[src/hw/hbridge_pkg.sv]
// constants shared by the motor control block and its pwm regulator
// assumes a 100 MHz core clock
package hbridge_pkg;
  // clock and pwm timing
  localparam int CLK_HZ = 100_000_000;
  localparam int CLK_PERIOD_NS = 10;
  localparam int PWM_FREQ_HZ = 44_500;
  localparam int PWM_CYC = CLK_HZ / PWM_FREQ_HZ;
  localparam int RAMP_MAX_US = 12_000;
  localparam int RAMP_PERIODS = RAMP_MAX_US * (PWM_FREQ_HZ / 100) / 10_000;
  localparam int DUTY_STEP = (PWM_CYC + RAMP_PERIODS - 1) / RAMP_PERIODS;
  localparam int DUTY_W = 12;
  localparam logic [DUTY_W-1:0] PWM_TOP = DUTY_W'(PWM_CYC);
  localparam logic [DUTY_W-1:0] DUTY_STEP_V = DUTY_W'(DUTY_STEP);
  // deglitch and fault times
  localparam int OCP_DEGLITCH_NS = 2000;
  localparam int OCP_CYC = (OCP_DEGLITCH_NS + CLK_PERIOD_NS - 1) / CLK_PERIOD_NS;
  localparam logic [7:0] OCP_CYC_V = 8'(OCP_CYC);
  localparam int ILIM_DEGLITCH_NS = 3000;
  localparam int ILIM_CYC = (ILIM_DEGLITCH_NS + CLK_PERIOD_NS - 1) / CLK_PERIOD_NS;
  localparam logic [8:0] ILIM_CYC_V = 9'(ILIM_CYC);
  localparam int ILIM_FAULT_MS = 275;
  localparam int ILIM_FAULT_CYC = ILIM_FAULT_MS * (1_000_000 / CLK_PERIOD_NS);
  // analog code width
  localparam int ADC_W_DEF = 10;
  // register offsets
  localparam logic [7:0] STATUS_OFS = 8'h00;
  localparam logic [7:0] MASK_OFS = 8'h04;
  localparam logic [7:0] LIVE_OFS = 8'h08;
  // event bits of status and mask
  localparam int NUM_EV = 3;
  localparam int EV_ILIM_BIT = 0;
  localparam int EV_OCP_BIT = 1;
  localparam int EV_OT_BIT = 2;
  localparam logic [NUM_EV-1:0] STATUS_RST = 3'h0;
  localparam logic [NUM_EV-1:0] MASK_RST = 3'h0;
  // live register fields
  localparam int LIVE_FAULT_BIT = 0;
  localparam int LIVE_OT_BIT = 1;
  localparam int LIVE_ILIM_BIT = 2;
  localparam int LIVE_OCP_BIT = 3;
  localparam int LIVE_SLEEP_BIT = 4;
  localparam int LIVE_DUTY_LSB = 16;
  // direction input codes
  localparam logic [1:0] MODE_COAST = 2'h0;
  localparam logic [1:0] MODE_REV = 2'h1;
  localparam logic [1:0] MODE_FWD = 2'h2;
  localparam logic [1:0] MODE_BRAKE = 2'h3;
endpackage

[src/hw/regulation_if.sv]
// signals between the bridge control and the pwm regulator
// assumes both ends share one clock
`timescale 1ns/10ps
interface regulation_if #(
  parameter int ADC_W = hbridge_pkg::ADC_W_DEF
);
  logic run; // forward or reverse drive
  logic restart; // pulse: ramp again from zero duty
  logic ilim; // deglitched current limit
  logic [ADC_W-1:0] bridge_avg; // averaged bridge voltage code
  logic [ADC_W-1:0] setpoint; // speed setpoint code
  logic [ADC_W+1:0] supply; // supply voltage code
  logic full; // regulation bypassed, full duty
  logic pwm_on; // on phase of the pwm period
  logic [hbridge_pkg::DUTY_W-1:0] duty; // duty in clock cycles
  modport ctrl (output run, restart, ilim, bridge_avg, setpoint, supply,
    input full, pwm_on, duty);
  modport regl (input run, restart, ilim, bridge_avg, setpoint, supply,
    output full, pwm_on, duty);
endinterface

[src/hw/hbridge_motor_control.sv]
// h-bridge motor control: direction decode, regulation, protection
// assumes raw pins and comparator levels from outside; wishbone classic bus
//
// The Wishbone interface to the registers and the address map are this design's own decisions.
`timescale 1ns/10ps

module hbridge_motor_control #(
  parameter int ADC_W = hbridge_pkg::ADC_W_DEF,
  parameter int ILIM_FAULT_CYC = hbridge_pkg::ILIM_FAULT_CYC
) (
  // clock and reset
  input wire logic clk_i,
  input wire logic rst_i,
  // wishbone slave
  input wire logic wb_cyc_i,
  input wire logic wb_stb_i,
  input wire logic wb_we_i,
  input wire logic [7:0] wb_adr_i,
  input wire logic [3:0] wb_sel_i,
  input wire logic [31:0] wb_dat_i,
  output logic [31:0] wb_dat_o,
  output logic wb_ack_o,
  output logic irq_o,
  // host pins
  input wire logic dir_ctrl_a_i,
  input wire logic dir_ctrl_b_i,
  output logic error_flag_n_o,
  // analog front end
  input wire logic [ADC_W-1:0] speed_setpoint_in_i,
  input wire logic [ADC_W-1:0] bridge_avg_i,
  input wire logic [ADC_W+1:0] supply_level_i,
  input wire logic current_sense_in_i,
  input wire logic [3:0] fet_overcurrent_i,
  input wire logic thermal_shutdown_i,
  input wire logic supply_low_lockout_i,
  // gate drive
  output logic gate_hs_a_o,
  output logic gate_ls_a_o,
  output logic gate_hs_b_o,
  output logic gate_ls_b_o,
  output logic sleep_o
);
  localparam int FT_W = $clog2(ILIM_FAULT_CYC + 1);
  localparam logic [FT_W-1:0] FT_LAST = FT_W'(ILIM_FAULT_CYC - 1);
  localparam int NB = 9;

  typedef enum logic [1:0] {ST_SLEEP, ST_ACTIVE, ST_OCP_LOCK} state_t;

  // synchroniser stages for single-bit pins
  logic [NB-1:0] pin_meta_q;
  logic [NB-1:0] pin_sync_q;
  // synchroniser stages for analog codes
  logic [3*ADC_W+1:0] code_meta_q;
  logic [3*ADC_W+1:0] code_sync_q;
  logic [1:0] mode; // synchronised direction code
  logic sense_s; // sense above 200 mV
  logic [3:0] ocp_s; // per fet current limit active
  logic tsd_s; // overtemperature
  logic supply_low_lockout_s; // supply low
  logic core_rst; // reset of all block logic after the synchronisers
  logic [1:0] prev_mode_q; // direction of the last cycle
  state_t state_q;
  logic [8:0] ilim_cnt_q; // current limit deglitch
  logic ilim_act; // current limit in force
  logic [FT_W-1:0] fault_cnt_q; // current limit fault timer
  logic ilim_fault_q; // latched limit fault
  logic [3:0] ocp_hit; // per fet deglitched trip
  logic fault_active; // any fault present
  logic error_flag_n_q;
  logic [3:0] gate_d; // hs_a, ls_a, hs_b, ls_b
  logic [3:0] gate_q;
  logic sleep_q;
  logic [hbridge_pkg::NUM_EV-1:0] status_q; // sticky events
  logic [hbridge_pkg::NUM_EV-1:0] mask_q; // interrupt enables
  logic [hbridge_pkg::NUM_EV-1:0] ev; // event levels
  logic irq_q;
  logic ack_q;
  logic [31:0] rdata_q;
  logic wb_req; // request present
  logic wb_wr; // write takes effect this edge
  logic [31:0] rdata_d;

  regulation_if #(.ADC_W(ADC_W)) reg_bus ();

  // two-stage synchronisers, reset only by the port
  always_ff @(posedge clk_i) begin
    if (rst_i) begin
      pin_meta_q <= 9'h000;
      pin_sync_q <= 9'h000;
    end else begin
      pin_meta_q <= {dir_ctrl_a_i, dir_ctrl_b_i, current_sense_in_i,
        fet_overcurrent_i, thermal_shutdown_i, supply_low_lockout_i};
      pin_sync_q <= pin_meta_q;
    end
  end

  // codes change slowly against the clock
  always_ff @(posedge clk_i) begin
    if (rst_i) begin
      code_meta_q <= '0;
      code_sync_q <= '0;
    end else begin
      code_meta_q <= {speed_setpoint_in_i, bridge_avg_i, supply_level_i};
      code_sync_q <= code_meta_q;
    end
  end

  assign mode = pin_sync_q[8:7];
  assign sense_s = pin_sync_q[6];
  assign ocp_s = pin_sync_q[5:2];
  assign tsd_s = pin_sync_q[1];
  assign supply_low_lockout_s = pin_sync_q[0];
  // supply loss holds everything past the synchronisers in reset
  assign core_rst = rst_i || supply_low_lockout_s;

  // regulator connection
  assign reg_bus.run = (state_q == ST_ACTIVE) &&
    (mode == hbridge_pkg::MODE_FWD || mode == hbridge_pkg::MODE_REV);
  // leaving brake or standby for a drive restarts the ramp
  assign reg_bus.restart = reg_bus.run &&
    (prev_mode_q == hbridge_pkg::MODE_COAST ||
     prev_mode_q == hbridge_pkg::MODE_BRAKE);
  assign reg_bus.ilim = ilim_act;
  assign reg_bus.setpoint = code_sync_q[3*ADC_W+1:2*ADC_W+2];
  assign reg_bus.bridge_avg = code_sync_q[2*ADC_W+1:ADC_W+2];
  assign reg_bus.supply = code_sync_q[ADC_W+1:0];

  pwm_regulator #(.ADC_W(ADC_W)) u_regulator (
    .clk_i(clk_i),
    .rst_i(core_rst),
    .reg_if(reg_bus.regl)
  );

  // previous direction for ramp restart
  always_ff @(posedge clk_i) begin
    if (core_rst) begin
      prev_mode_q <= hbridge_pkg::MODE_COAST;
    end else begin
      prev_mode_q <= mode;
    end
  end

  // control state
  always_ff @(posedge clk_i) begin
    if (core_rst) begin
      state_q <= ST_SLEEP;
    end else begin
      case (state_q)
        ST_OCP_LOCK: begin
          state_q <= ST_OCP_LOCK;
        end
        ST_SLEEP, ST_ACTIVE: begin
          if (|ocp_hit) begin
            state_q <= ST_OCP_LOCK;
          end else if (mode == hbridge_pkg::MODE_COAST) begin
            state_q <= ST_SLEEP;
          end else begin
            state_q <= ST_ACTIVE;
          end
        end
        default: begin
          state_q <= ST_SLEEP;
        end
      endcase
    end
  end

  // sense deglitch, saturates when the limit is in force
  always_ff @(posedge clk_i) begin
    if (core_rst || !sense_s) begin
      ilim_cnt_q <= 9'h000;
    end else if (ilim_cnt_q != hbridge_pkg::ILIM_CYC_V) begin
      ilim_cnt_q <= ilim_cnt_q + 9'h001;
    end
  end
  assign ilim_act = (ilim_cnt_q == hbridge_pkg::ILIM_CYC_V);

  // long timer on a persisting current limit
  always_ff @(posedge clk_i) begin
    if (core_rst || !ilim_act || mode == hbridge_pkg::MODE_COAST) begin
      fault_cnt_q <= '0;
    end else if (fault_cnt_q != FT_LAST) begin
      fault_cnt_q <= fault_cnt_q + FT_W'(1);
    end
  end

  // limit fault: set after the timer, cleared by standby
  always_ff @(posedge clk_i) begin
    if (core_rst || mode == hbridge_pkg::MODE_COAST) begin
      ilim_fault_q <= 1'b0;
    end else if (ilim_act && fault_cnt_q == FT_LAST) begin
      ilim_fault_q <= 1'b1;
    end
  end

  // one deglitch counter per fet
  for (genvar i = 0; i < 4; i++) begin : g_ocp
    logic [7:0] cnt_q;
    always_ff @(posedge clk_i) begin
      if (core_rst || !ocp_s[i]) begin
        cnt_q <= 8'h00;
      end else if (cnt_q != hbridge_pkg::OCP_CYC_V) begin
        cnt_q <= cnt_q + 8'h01;
      end
    end
    assign ocp_hit[i] = (cnt_q == hbridge_pkg::OCP_CYC_V);
  end

  // fault pin, low in reset and while any fault holds
  assign fault_active = tsd_s || ilim_fault_q || (state_q == ST_OCP_LOCK);
  always_ff @(posedge clk_i) begin
    if (core_rst) begin
      error_flag_n_q <= 1'b0;
    end else begin
      error_flag_n_q <= !fault_active;
    end
  end

  // gate decode from direction and pwm phase
  always_comb begin
    gate_d = 4'h0;
    if (state_q == ST_ACTIVE && !tsd_s) begin
      case (mode)
        hbridge_pkg::MODE_FWD: begin
          // a high, b low while on; both high sides while off
          gate_d = reg_bus.pwm_on ? 4'h9 : 4'hA;
        end
        hbridge_pkg::MODE_REV: begin
          gate_d = reg_bus.pwm_on ? 4'h6 : 4'hA;
        end
        hbridge_pkg::MODE_BRAKE: begin
          gate_d = 4'hA;
        end
        default: begin
          gate_d = 4'h0;
        end
      endcase
    end
  end

  // registered gate drive and sleep
  always_ff @(posedge clk_i) begin
    if (core_rst) begin
      gate_q <= 4'h0;
      sleep_q <= 1'b1;
    end else begin
      gate_q <= gate_d;
      sleep_q <= (state_q == ST_SLEEP) || (mode == hbridge_pkg::MODE_COAST);
    end
  end

  assign gate_hs_a_o = gate_q[3];
  assign gate_ls_a_o = gate_q[2];
  assign gate_hs_b_o = gate_q[1];
  assign gate_ls_b_o = gate_q[0];
  assign sleep_o = sleep_q;
  assign error_flag_n_o = error_flag_n_q;

  // wishbone handshake, ack one cycle after the request
  assign wb_req = wb_cyc_i && wb_stb_i;
  assign wb_wr = wb_req && wb_we_i && ack_q && wb_sel_i[0];
  always_ff @(posedge clk_i) begin
    if (core_rst) begin
      ack_q <= 1'b0;
    end else begin
      ack_q <= wb_req && !ack_q;
    end
  end

  // event levels
  assign ev[hbridge_pkg::EV_ILIM_BIT] = ilim_fault_q;
  assign ev[hbridge_pkg::EV_OCP_BIT] = (state_q == ST_OCP_LOCK);
  assign ev[hbridge_pkg::EV_OT_BIT] = tsd_s;

  // sticky status, write one to clear, set wins
  always_ff @(posedge clk_i) begin
    if (core_rst) begin
      status_q <= hbridge_pkg::STATUS_RST;
    end else if (wb_wr && wb_adr_i == hbridge_pkg::STATUS_OFS) begin
      status_q <= (status_q & ~wb_dat_i[hbridge_pkg::NUM_EV-1:0]) | ev;
    end else begin
      status_q <= status_q | ev;
    end
  end

  // interrupt mask
  always_ff @(posedge clk_i) begin
    if (core_rst) begin
      mask_q <= hbridge_pkg::MASK_RST;
    end else if (wb_wr && wb_adr_i == hbridge_pkg::MASK_OFS) begin
      mask_q <= wb_dat_i[hbridge_pkg::NUM_EV-1:0];
    end
  end

  // level interrupt
  always_ff @(posedge clk_i) begin
    if (core_rst) begin
      irq_q <= 1'b0;
    end else begin
      irq_q <= |(status_q & mask_q);
    end
  end
  assign irq_o = irq_q;

  // read mux, unmapped reads as zero
  always_comb begin
    rdata_d = 32'h0000_0000;
    case (wb_adr_i)
      hbridge_pkg::STATUS_OFS: begin
        rdata_d[hbridge_pkg::NUM_EV-1:0] = status_q;
      end
      hbridge_pkg::MASK_OFS: begin
        rdata_d[hbridge_pkg::NUM_EV-1:0] = mask_q;
      end
      hbridge_pkg::LIVE_OFS: begin
        rdata_d[hbridge_pkg::LIVE_FAULT_BIT] = fault_active;
        rdata_d[hbridge_pkg::LIVE_OT_BIT] = tsd_s;
        rdata_d[hbridge_pkg::LIVE_ILIM_BIT] = ilim_act;
        rdata_d[hbridge_pkg::LIVE_OCP_BIT] = (state_q == ST_OCP_LOCK);
        rdata_d[hbridge_pkg::LIVE_SLEEP_BIT] = sleep_q;
        rdata_d[hbridge_pkg::LIVE_DUTY_LSB +: hbridge_pkg::DUTY_W] = reg_bus.duty;
      end
      default: begin
        rdata_d = 32'h0000_0000;
      end
    endcase
  end

  // read data captured as ack rises
  always_ff @(posedge clk_i) begin
    if (core_rst) begin
      rdata_q <= 32'h0000_0000;
    end else if (wb_req && !ack_q) begin
      rdata_q <= rdata_d;
    end
  end
  assign wb_dat_o = rdata_q;
  assign wb_ack_o = ack_q;
endmodule

[src/hw/pwm_regulator.sv]
// voltage regulating pwm with soft start and current limit back-off
// assumes synchronised analog codes and a reset that covers supply loss
`timescale 1ns/10ps
module pwm_regulator #(
  parameter int ADC_W = hbridge_pkg::ADC_W_DEF
) (
  // clock and reset
  input wire logic clk_i,
  input wire logic rst_i,
  // link to the bridge control
  regulation_if.regl reg_if
);
  logic [hbridge_pkg::DUTY_W-1:0] cnt_q; // position in the pwm period
  logic [hbridge_pkg::DUTY_W-1:0] duty_q; // on time in cycles
  logic period_end; // last cycle of a period
  logic above; // scaled average above setpoint
  logic below; // scaled average below setpoint
  logic full_req; // target exceeds supply

  assign period_end = (cnt_q == hbridge_pkg::PWM_TOP - 12'h001);
  // average divided by 4 against the setpoint
  assign above = {2'h0, reg_if.bridge_avg[ADC_W-1:2]} > reg_if.setpoint;
  assign below = {2'h0, reg_if.bridge_avg[ADC_W-1:2]} < reg_if.setpoint;
  // four times the setpoint is the programmed voltage
  assign full_req = {reg_if.setpoint, 2'h0} > reg_if.supply;
  assign reg_if.full = full_req;
  assign reg_if.duty = duty_q;
  assign reg_if.pwm_on = reg_if.run && (cnt_q < duty_q);

  // period counter, restarted with the ramp
  always_ff @(posedge clk_i) begin
    if (rst_i || !reg_if.run || reg_if.restart || period_end) begin
      cnt_q <= 12'h000;
    end else begin
      cnt_q <= cnt_q + 12'h001;
    end
  end

  // duty moves at most one step per period, or straight to full when the target exceeds supply and the current limit is not in force
  always_ff @(posedge clk_i) begin
    if (rst_i || !reg_if.run || reg_if.restart) begin
      duty_q <= 12'h000;
    end else if (period_end) begin
      if (reg_if.ilim) begin
        // back off while current is at the limit
        duty_q <= (duty_q < hbridge_pkg::DUTY_STEP_V) ? 12'h000 :
          duty_q - hbridge_pkg::DUTY_STEP_V;
      end else if (full_req) begin
        duty_q <= hbridge_pkg::PWM_TOP;
      end else if (below) begin
        // gradual rise gives the soft start
        duty_q <= (duty_q > hbridge_pkg::PWM_TOP - hbridge_pkg::DUTY_STEP_V) ?
          hbridge_pkg::PWM_TOP : duty_q + hbridge_pkg::DUTY_STEP_V;
      end else if (above) begin
        duty_q <= (duty_q < hbridge_pkg::DUTY_STEP_V) ? 12'h000 :
          duty_q - hbridge_pkg::DUTY_STEP_V;
      end
    end
  end
endmodule

[config.mk]
export PLATFORM = sky130hd
export DESIGN_NAME = hbridge_motor_control
export DESIGN_NICKNAME = d
export VERILOG_FILES = /design/src/hw/hbridge_pkg.sv /design/src/hw/regulation_if.sv /design/src/hw/hbridge_motor_control.sv /design/src/hw/pwm_regulator.sv
export SDC_FILE = /design/constraint.sdc
export NUM_CORES = 1
export LEC_CHECK = 0
export BUFFER_PORTS_ARGS = -buffer_cell sky130_fd_sc_hd__buf_2
export CAP_MARGIN = 0
export CELL_PAD_IN_SITES_DETAIL_PLACEMENT = 1
export CELL_PAD_IN_SITES_GLOBAL_PLACEMENT = 1
export CORE_MARGIN = 4
export CORE_UTILIZATION = 43
export DETAILED_ROUTE_END_ITERATION = 16
export HOLD_SLACK_MARGIN = 0.05
export PLACE_DENSITY_LB_ADDON = 0.15
export SYNTH_ARGS = -nofsm -noshare
export SYNTH_HDL_FRONTEND = slang
export SYNTH_SLANG_ARGS = --single-unit
[constraint.sdc]
create_clock -name clk_i -period 3.2 [get_ports clk_i]
set_clock_uncertainty 0.05 [all_clocks]
set_input_delay 0.96 -clock clk_i [delete_from_list [all_inputs] [get_ports clk_i]]
set_output_delay 0.96 -clock clk_i [all_outputs]
set_load 0.1 [all_outputs]
* Word-level counts from Yosys, hierarchy flattened
Index checks and enable logic that the tools add are counted.
** Word-level totals
- Bits in registers :: 208
- Input port bits :: 90
- Logic and storage cells :: 130
** Cells by class
- Add/subtract/negate cells :: 9
- Order comparisons :: 6
- Equality and inequality tests :: 21
- Muxes and demuxes :: 16
- Bitwise gates (word level) :: 6
- Reductions and logical operators :: 49
** Operators with widths (number)
- two-way mux 12 bit :: 7
- adder 8 x 1 -> 8 bit, second input constant :: 4
- equality test 8 bit, second input constant :: 4
- != test 8 bit, second input constant :: 4
- adder 25 x 1 -> 25 bit, second input constant :: 1
- equality test 25 bit, second input constant :: 1
- != test 25 bit, second input constant :: 1
- logical OR 1 bit :: 17
- adder 12 x 1 -> 12 bit, second input constant :: 1
- adder 12 x 3 -> 12 bit, second input constant :: 1
- equality test 12 bit, second input constant :: 1
- > comparator 12 bit :: 1
- > comparator 12 bit, second input constant :: 1
- logical AND 1 bit :: 12
- < comparator 12 bit :: 1
- < comparator 12 x 3 -> 1 bit, second input constant :: 1
- case mux 4 bit (3 select lines) :: 1
- subtractor 12 x 3 -> 12 bit, second input constant :: 1
- > comparator 8 x 10 -> 1 bit :: 1
- zero test 1 bit :: 10
- < comparator 8 x 10 -> 1 bit :: 1
- adder 9 x 1 -> 9 bit, second input constant :: 1
- equality test 9 bit, second input constant :: 1
- != test 9 bit, second input constant :: 1
- 21 further kinds :: 32

* Depth between registers and ports, before layout
- Word-level depth :: 7
- Gate-level depth with buffers :: 11
- Gate-level depth less buffers :: 9

* Modules after synthesis
From an unflattened synthesis, not the netlist that was laid out.
** Second synthesis, totals
- Cells, all modules :: 1006
- Area total of the unflattened synthesis :: 9298.9 um^2
** Modules (own cells, without submodules)
- hbridge_motor_control :: times used 1, cells an instance 685, area each 6812.8 um^2, sequential area each 3683.5 um^2
- pwm_regulator :: times used 1, cells an instance 321, area each 2486.1 um^2, sequential area each 480.5 um^2

* Worst setup path before layout
OpenSTA, ideal clock, no wires.
- Path type :: in2reg
- From :: input wb_adr_i[5]
- To :: register rdata_q[17] (netlist: wb_dat_o[17])
- Library setup time :: 68 ps
- Arrival :: 2683 ps
- Path slack :: 398 ps
- Stages on the path :: 7
- Path buffers :: 1
- Path through :: nor4_1 > nand2_1 > or2_2 > nor3b_1 > clkbuf_1 > a22oi_1 > nor2_1
** On the way
- Cells in the longest elaborated chain, start to end :: 2
** RTL lines
- start, declared :: line hbridge_motor_control.sv:18 : input wire logic [7:0] wb_adr_i,
- equality test 8 x 4 -> 1 bit :: line hbridge_motor_control.sv:308 : case (wb_adr_i)
- two-way mux 12 bit :: line hbridge_motor_control.sv:308
- end signal, assigned :: line hbridge_motor_control.sv:334 : rdata_q <= rdata_d;
- end, declared :: line hbridge_motor_control.sv:78 : logic [31:0] rdata_q;
No other way between the ends.
A chain may end at the register's enable or synchronous reset.

* Final worst setup path
- From :: register code_sync_q[26]
- To :: register u_regulator.duty_q, in the netlist u_regulator.reg_if.duty[3]
** On the way
- Cells in the longest elaborated chain, start to end :: 4
- Elaborated cells between the ends (all ways) :: 8
** RTL lines
- start, declared :: line hbridge_motor_control.sv:54 : logic [3*ADC_W+1:0] code_sync_q;
- start signal, assigned :: line hbridge_motor_control.sv:104 : code_sync_q <= code_meta_q;
- < comparator 8 x 10 -> 1 bit :: line pwm_regulator.sv:23 : assign below = {2'h0, reg_if.bridge_avg[ADC_W-1:2]} < reg_if.setpoint;
- two-way mux 12 bit :: line pwm_regulator.sv:50 : end else if (below) begin
- two-way mux 12 bit :: line pwm_regulator.sv:48 : end else if (full_req) begin
- two-way mux 12 bit :: line pwm_regulator.sv:44 : if (reg_if.ilim) begin
- end signal, assigned :: line pwm_regulator.sv:46 : duty_q <= (duty_q < hbridge_pkg::DUTY_STEP_V) ? 12'h000 :
- end signal, assigned :: line pwm_regulator.sv:49 : duty_q <= hbridge_pkg::PWM_TOP;
- end signal, assigned :: line pwm_regulator.sv:52 : duty_q <= (duty_q > hbridge_pkg::PWM_TOP - hbridge_pkg::DUTY_STEP_V) ?
- end, declared :: line pwm_regulator.sv:14 : logic [hbridge_pkg::DUTY_W-1:0] duty_q;
Several ways; a longest one is shown, not always the timed one.

==> metrics.txt <==
first-pass GRT wire length 34690 um; 1st-iter DRT viols 326; Worst VDD drop 0.3811 mV; post-route insts no fill 1354; PortBufs 80; Clock Root Buffer clkbuf_16; Placed Instances 1313; I/O pins 130; WL per Instance 15.13 um; CORE AREA 0.02023 mm^2; row count 52; cell mode on critical path o21ai_0; Hold Slack 0.3837 ns; CTS Sinks 204; Sw Pwr 1335 uW; ANT nets after route 0; gpl congestion 0.8598; synth cell count leaders dfxtp_1, nor2_1, nor2b_1; overall die area 0.02296 mm^2; DPL Wire Length 14690 um; post-synthesis async set-or-reset flop share 0; pwr dens 551.2 mW/mm^2; Top delay family on crit path compound AO/OA/AOI/OAI gates; clock slew at reported path FFs 0.06 ns; Tot GR Track Use 0.1809; Yosys top cell area share 0.4610; final count of negative-setup-slack endpoints 0; Syn Std Cell Area 0.008858 mm^2; combinational share of power 0.065; post_cts resized 0; Nets 1208; Starting Density 0.4378; die height 151.5 um; crit path cell chain inv_1, ha_1, and3_1, o21ai_0, a31oi_1, buf_4, o21ai_1, o32ai_1, a211oi_1, o21ai_0; Slowest-stage cell, CP o21ai_1; Bufs on Longest Clock Path 3; Yosys Warn Count 0; R2R Setup Slk 0.25 ns; Critical Path AT 3.30 ns; via count 6915; register share of total power 0.457; internal power 4373 uW; max_slew headroom 0.5147; # diodes 0; htree depth 1; Worst-Margin Slew 0.7280 ns; drt via density 5.107; CTS Buf Count 23; Yosys reg bits 204; Leakage 0.004092 uW; Sw Share 0.2339; Avg Cell Area, Syn 9.104 um^2; Total Neg Setup Slack 0 ns; count leader, synth dfxtp_1; Die Wd 151.5 um; clock network power share 0.478; share of post-route cells with drive strength above 1 0.1458; minimum clock period 2.951 ns; synthesized instance count 973; most area-hungry cell type in the Yosys netlist dfxtp_1; post-CTS setup buffer count 0; WHS Path Cells 1; fin. max-slew vios 0; Req. time, crit path 3.55 ns; Crit path largest cell delay 0.49 ns; post-synth cell types 64; Crit Path Max Fanout 7; top cells by area, synth dfxtp_1, ha_1, nor2b_1; crit path kind reg -> reg; vias in the first global route 7207; CTS tree built; Hold WC Path Type reg -> reg; Max-Cap Viols 0; Skew-Pair Late Insertion Delay 0.52 ns; total wire length 20480 um; antenna violations before repair 0; Fmax achieved 338.9 MHz; Critical Path Start Type register; Finished Cell Area 0.01035 mm^2; CP Buf/Inv Count 2; RSZ-0062 raised after global routing false; grt ovf 0; nature of the critical path endpoint register; EDFF count, synth 0; Placed Area 0.009557 mm^2; fin crit share 0.9221; filler instances 2365; number of cells on the critical path 10; main flop type after synthesis dfxtp_1; sequential-to-total area share from yosys stat 0.4610; Hold-fix buffers, CTS 0; DRT Pass-1 Iters 5; Util after Layout 0.5117; Final Hold Fails 0; largest net degree at the start of global routing 79; Worst Reg-to-Reg Cells 10; area growth from synthesis to layout 16.89%; drc violations 0; status finished, final reports clean
[power groups by stage]
stage	clock, uW	sequential [uW]	combinational [uW]
finish	2730	2610	368
CTS	2800	2610	372
detailed placement	0	2670	368
global route	2910	2610	410
floorplan	0	2670	268
global placement	0	2660	363
[state kept, by name, indices dropped and copies added, names as in the netlist, 4 cells and up]
signal / flops
fault_cnt_q: 25
gate_q: 4
pin_meta_q: 9
pin_sync_q: 9
code_meta_q: 30
u_regulator.reg_if.duty: 12
ilim_cnt_q: 9
u_regulator.cnt_q: 12
g_ocp.cnt_q: 32
code_sync_q: 30
wb_dat_o: 17
[final cells by class]
cell class                      count  area (um^2)  share of cell area
Clock buffer                       27        630.6             0.06090
Timing Repair Buffer               99        543.0             0.05244
Sequential cell                   204         4084              0.3944
Tap cell                          270        337.8             0.03262
Inverter                           45        168.9             0.01631
Clock inverter                     14        167.7             0.01619
Multi-Input combinational cell    695         4423              0.4271
[cell usage in the layout, fill, tap and decap left out, types with 6 or more instances in the layout]
cell type | netlist | final
o21ai_0 | 24 | 24
inv_1 | 43 | 43
nand2_1 | 57 | 57
clkbuf_16 | 0 | 23
ha_1 | 50 | 50
nor4_1 | 13 | 13
a21o_1 | 6 | 6
clkinv_2 | 0 | 8
dfxtp_1 | 204 | 204
nand3b_1 | 6 | 6
mux2i_1 | 8 | 8
buf_4 | 15 | 19
a22oi_1 | 14 | 14
and3_1 | 23 | 23
conb_1 | 1 | 15
nand3_1 | 47 | 47
xor2_1 | 52 | 52
nor3_1 | 31 | 31
a21oi_1 | 24 | 24
or3_1 | 7 | 7
nand4_1 | 20 | 20
nor2_1 | 122 | 122
nor2b_1 | 81 | 81
xnor2_1 | 17 | 17
buf_2 | 0 | 80
[final timing paths]
check / startpoint / end
hold / removal: code_meta_q[4] / code_sync_q[4]
setup reg to reg: code_sync_q[26] / u_regulator.reg_if.duty[3]
setup / recovery: code_sync_q[26] / u_regulator.reg_if.duty[3]
hold reg to reg: code_meta_q[4] / code_sync_q[4]
[stage by stage]
step	total power, uW	setup slack (ns)
after global placement	3028	0.3280
after floorplan	2939	0.3984
after CTS	5786	0.2483
after global routing	5931	0.005951
final	5707	0.2494
after detailed placement	3035	0.2876
[routing by layer]
metal,share of wire,global-route usage,vias to the layer above
met2,0.45,0.3052,139
met3,0.049,0.02766,37
li1,-,-,3498
met4,0.028,0.05975,0
met1,0.47,0.2381,3241
met5,0,0,-
[logic make-up after synthesis]
kind of cell / count (synthesis) / share of synthesized area
flip-flops: 204 / 0.4610
AND/OR/NAND/NOR: 436 / 0.2518
adder cells (fa/ha/maj): 50 / 0.07062
AO/OA/AOI/OAI: 113 / 0.08630
other: 1 / 0.0004233
XOR/XNOR: 69 / 0.06822
buffers and inverters: 88 / 0.04619
multiplexers: 12 / 0.01540
Note: power is estimated with default switching activity, not from simulation.
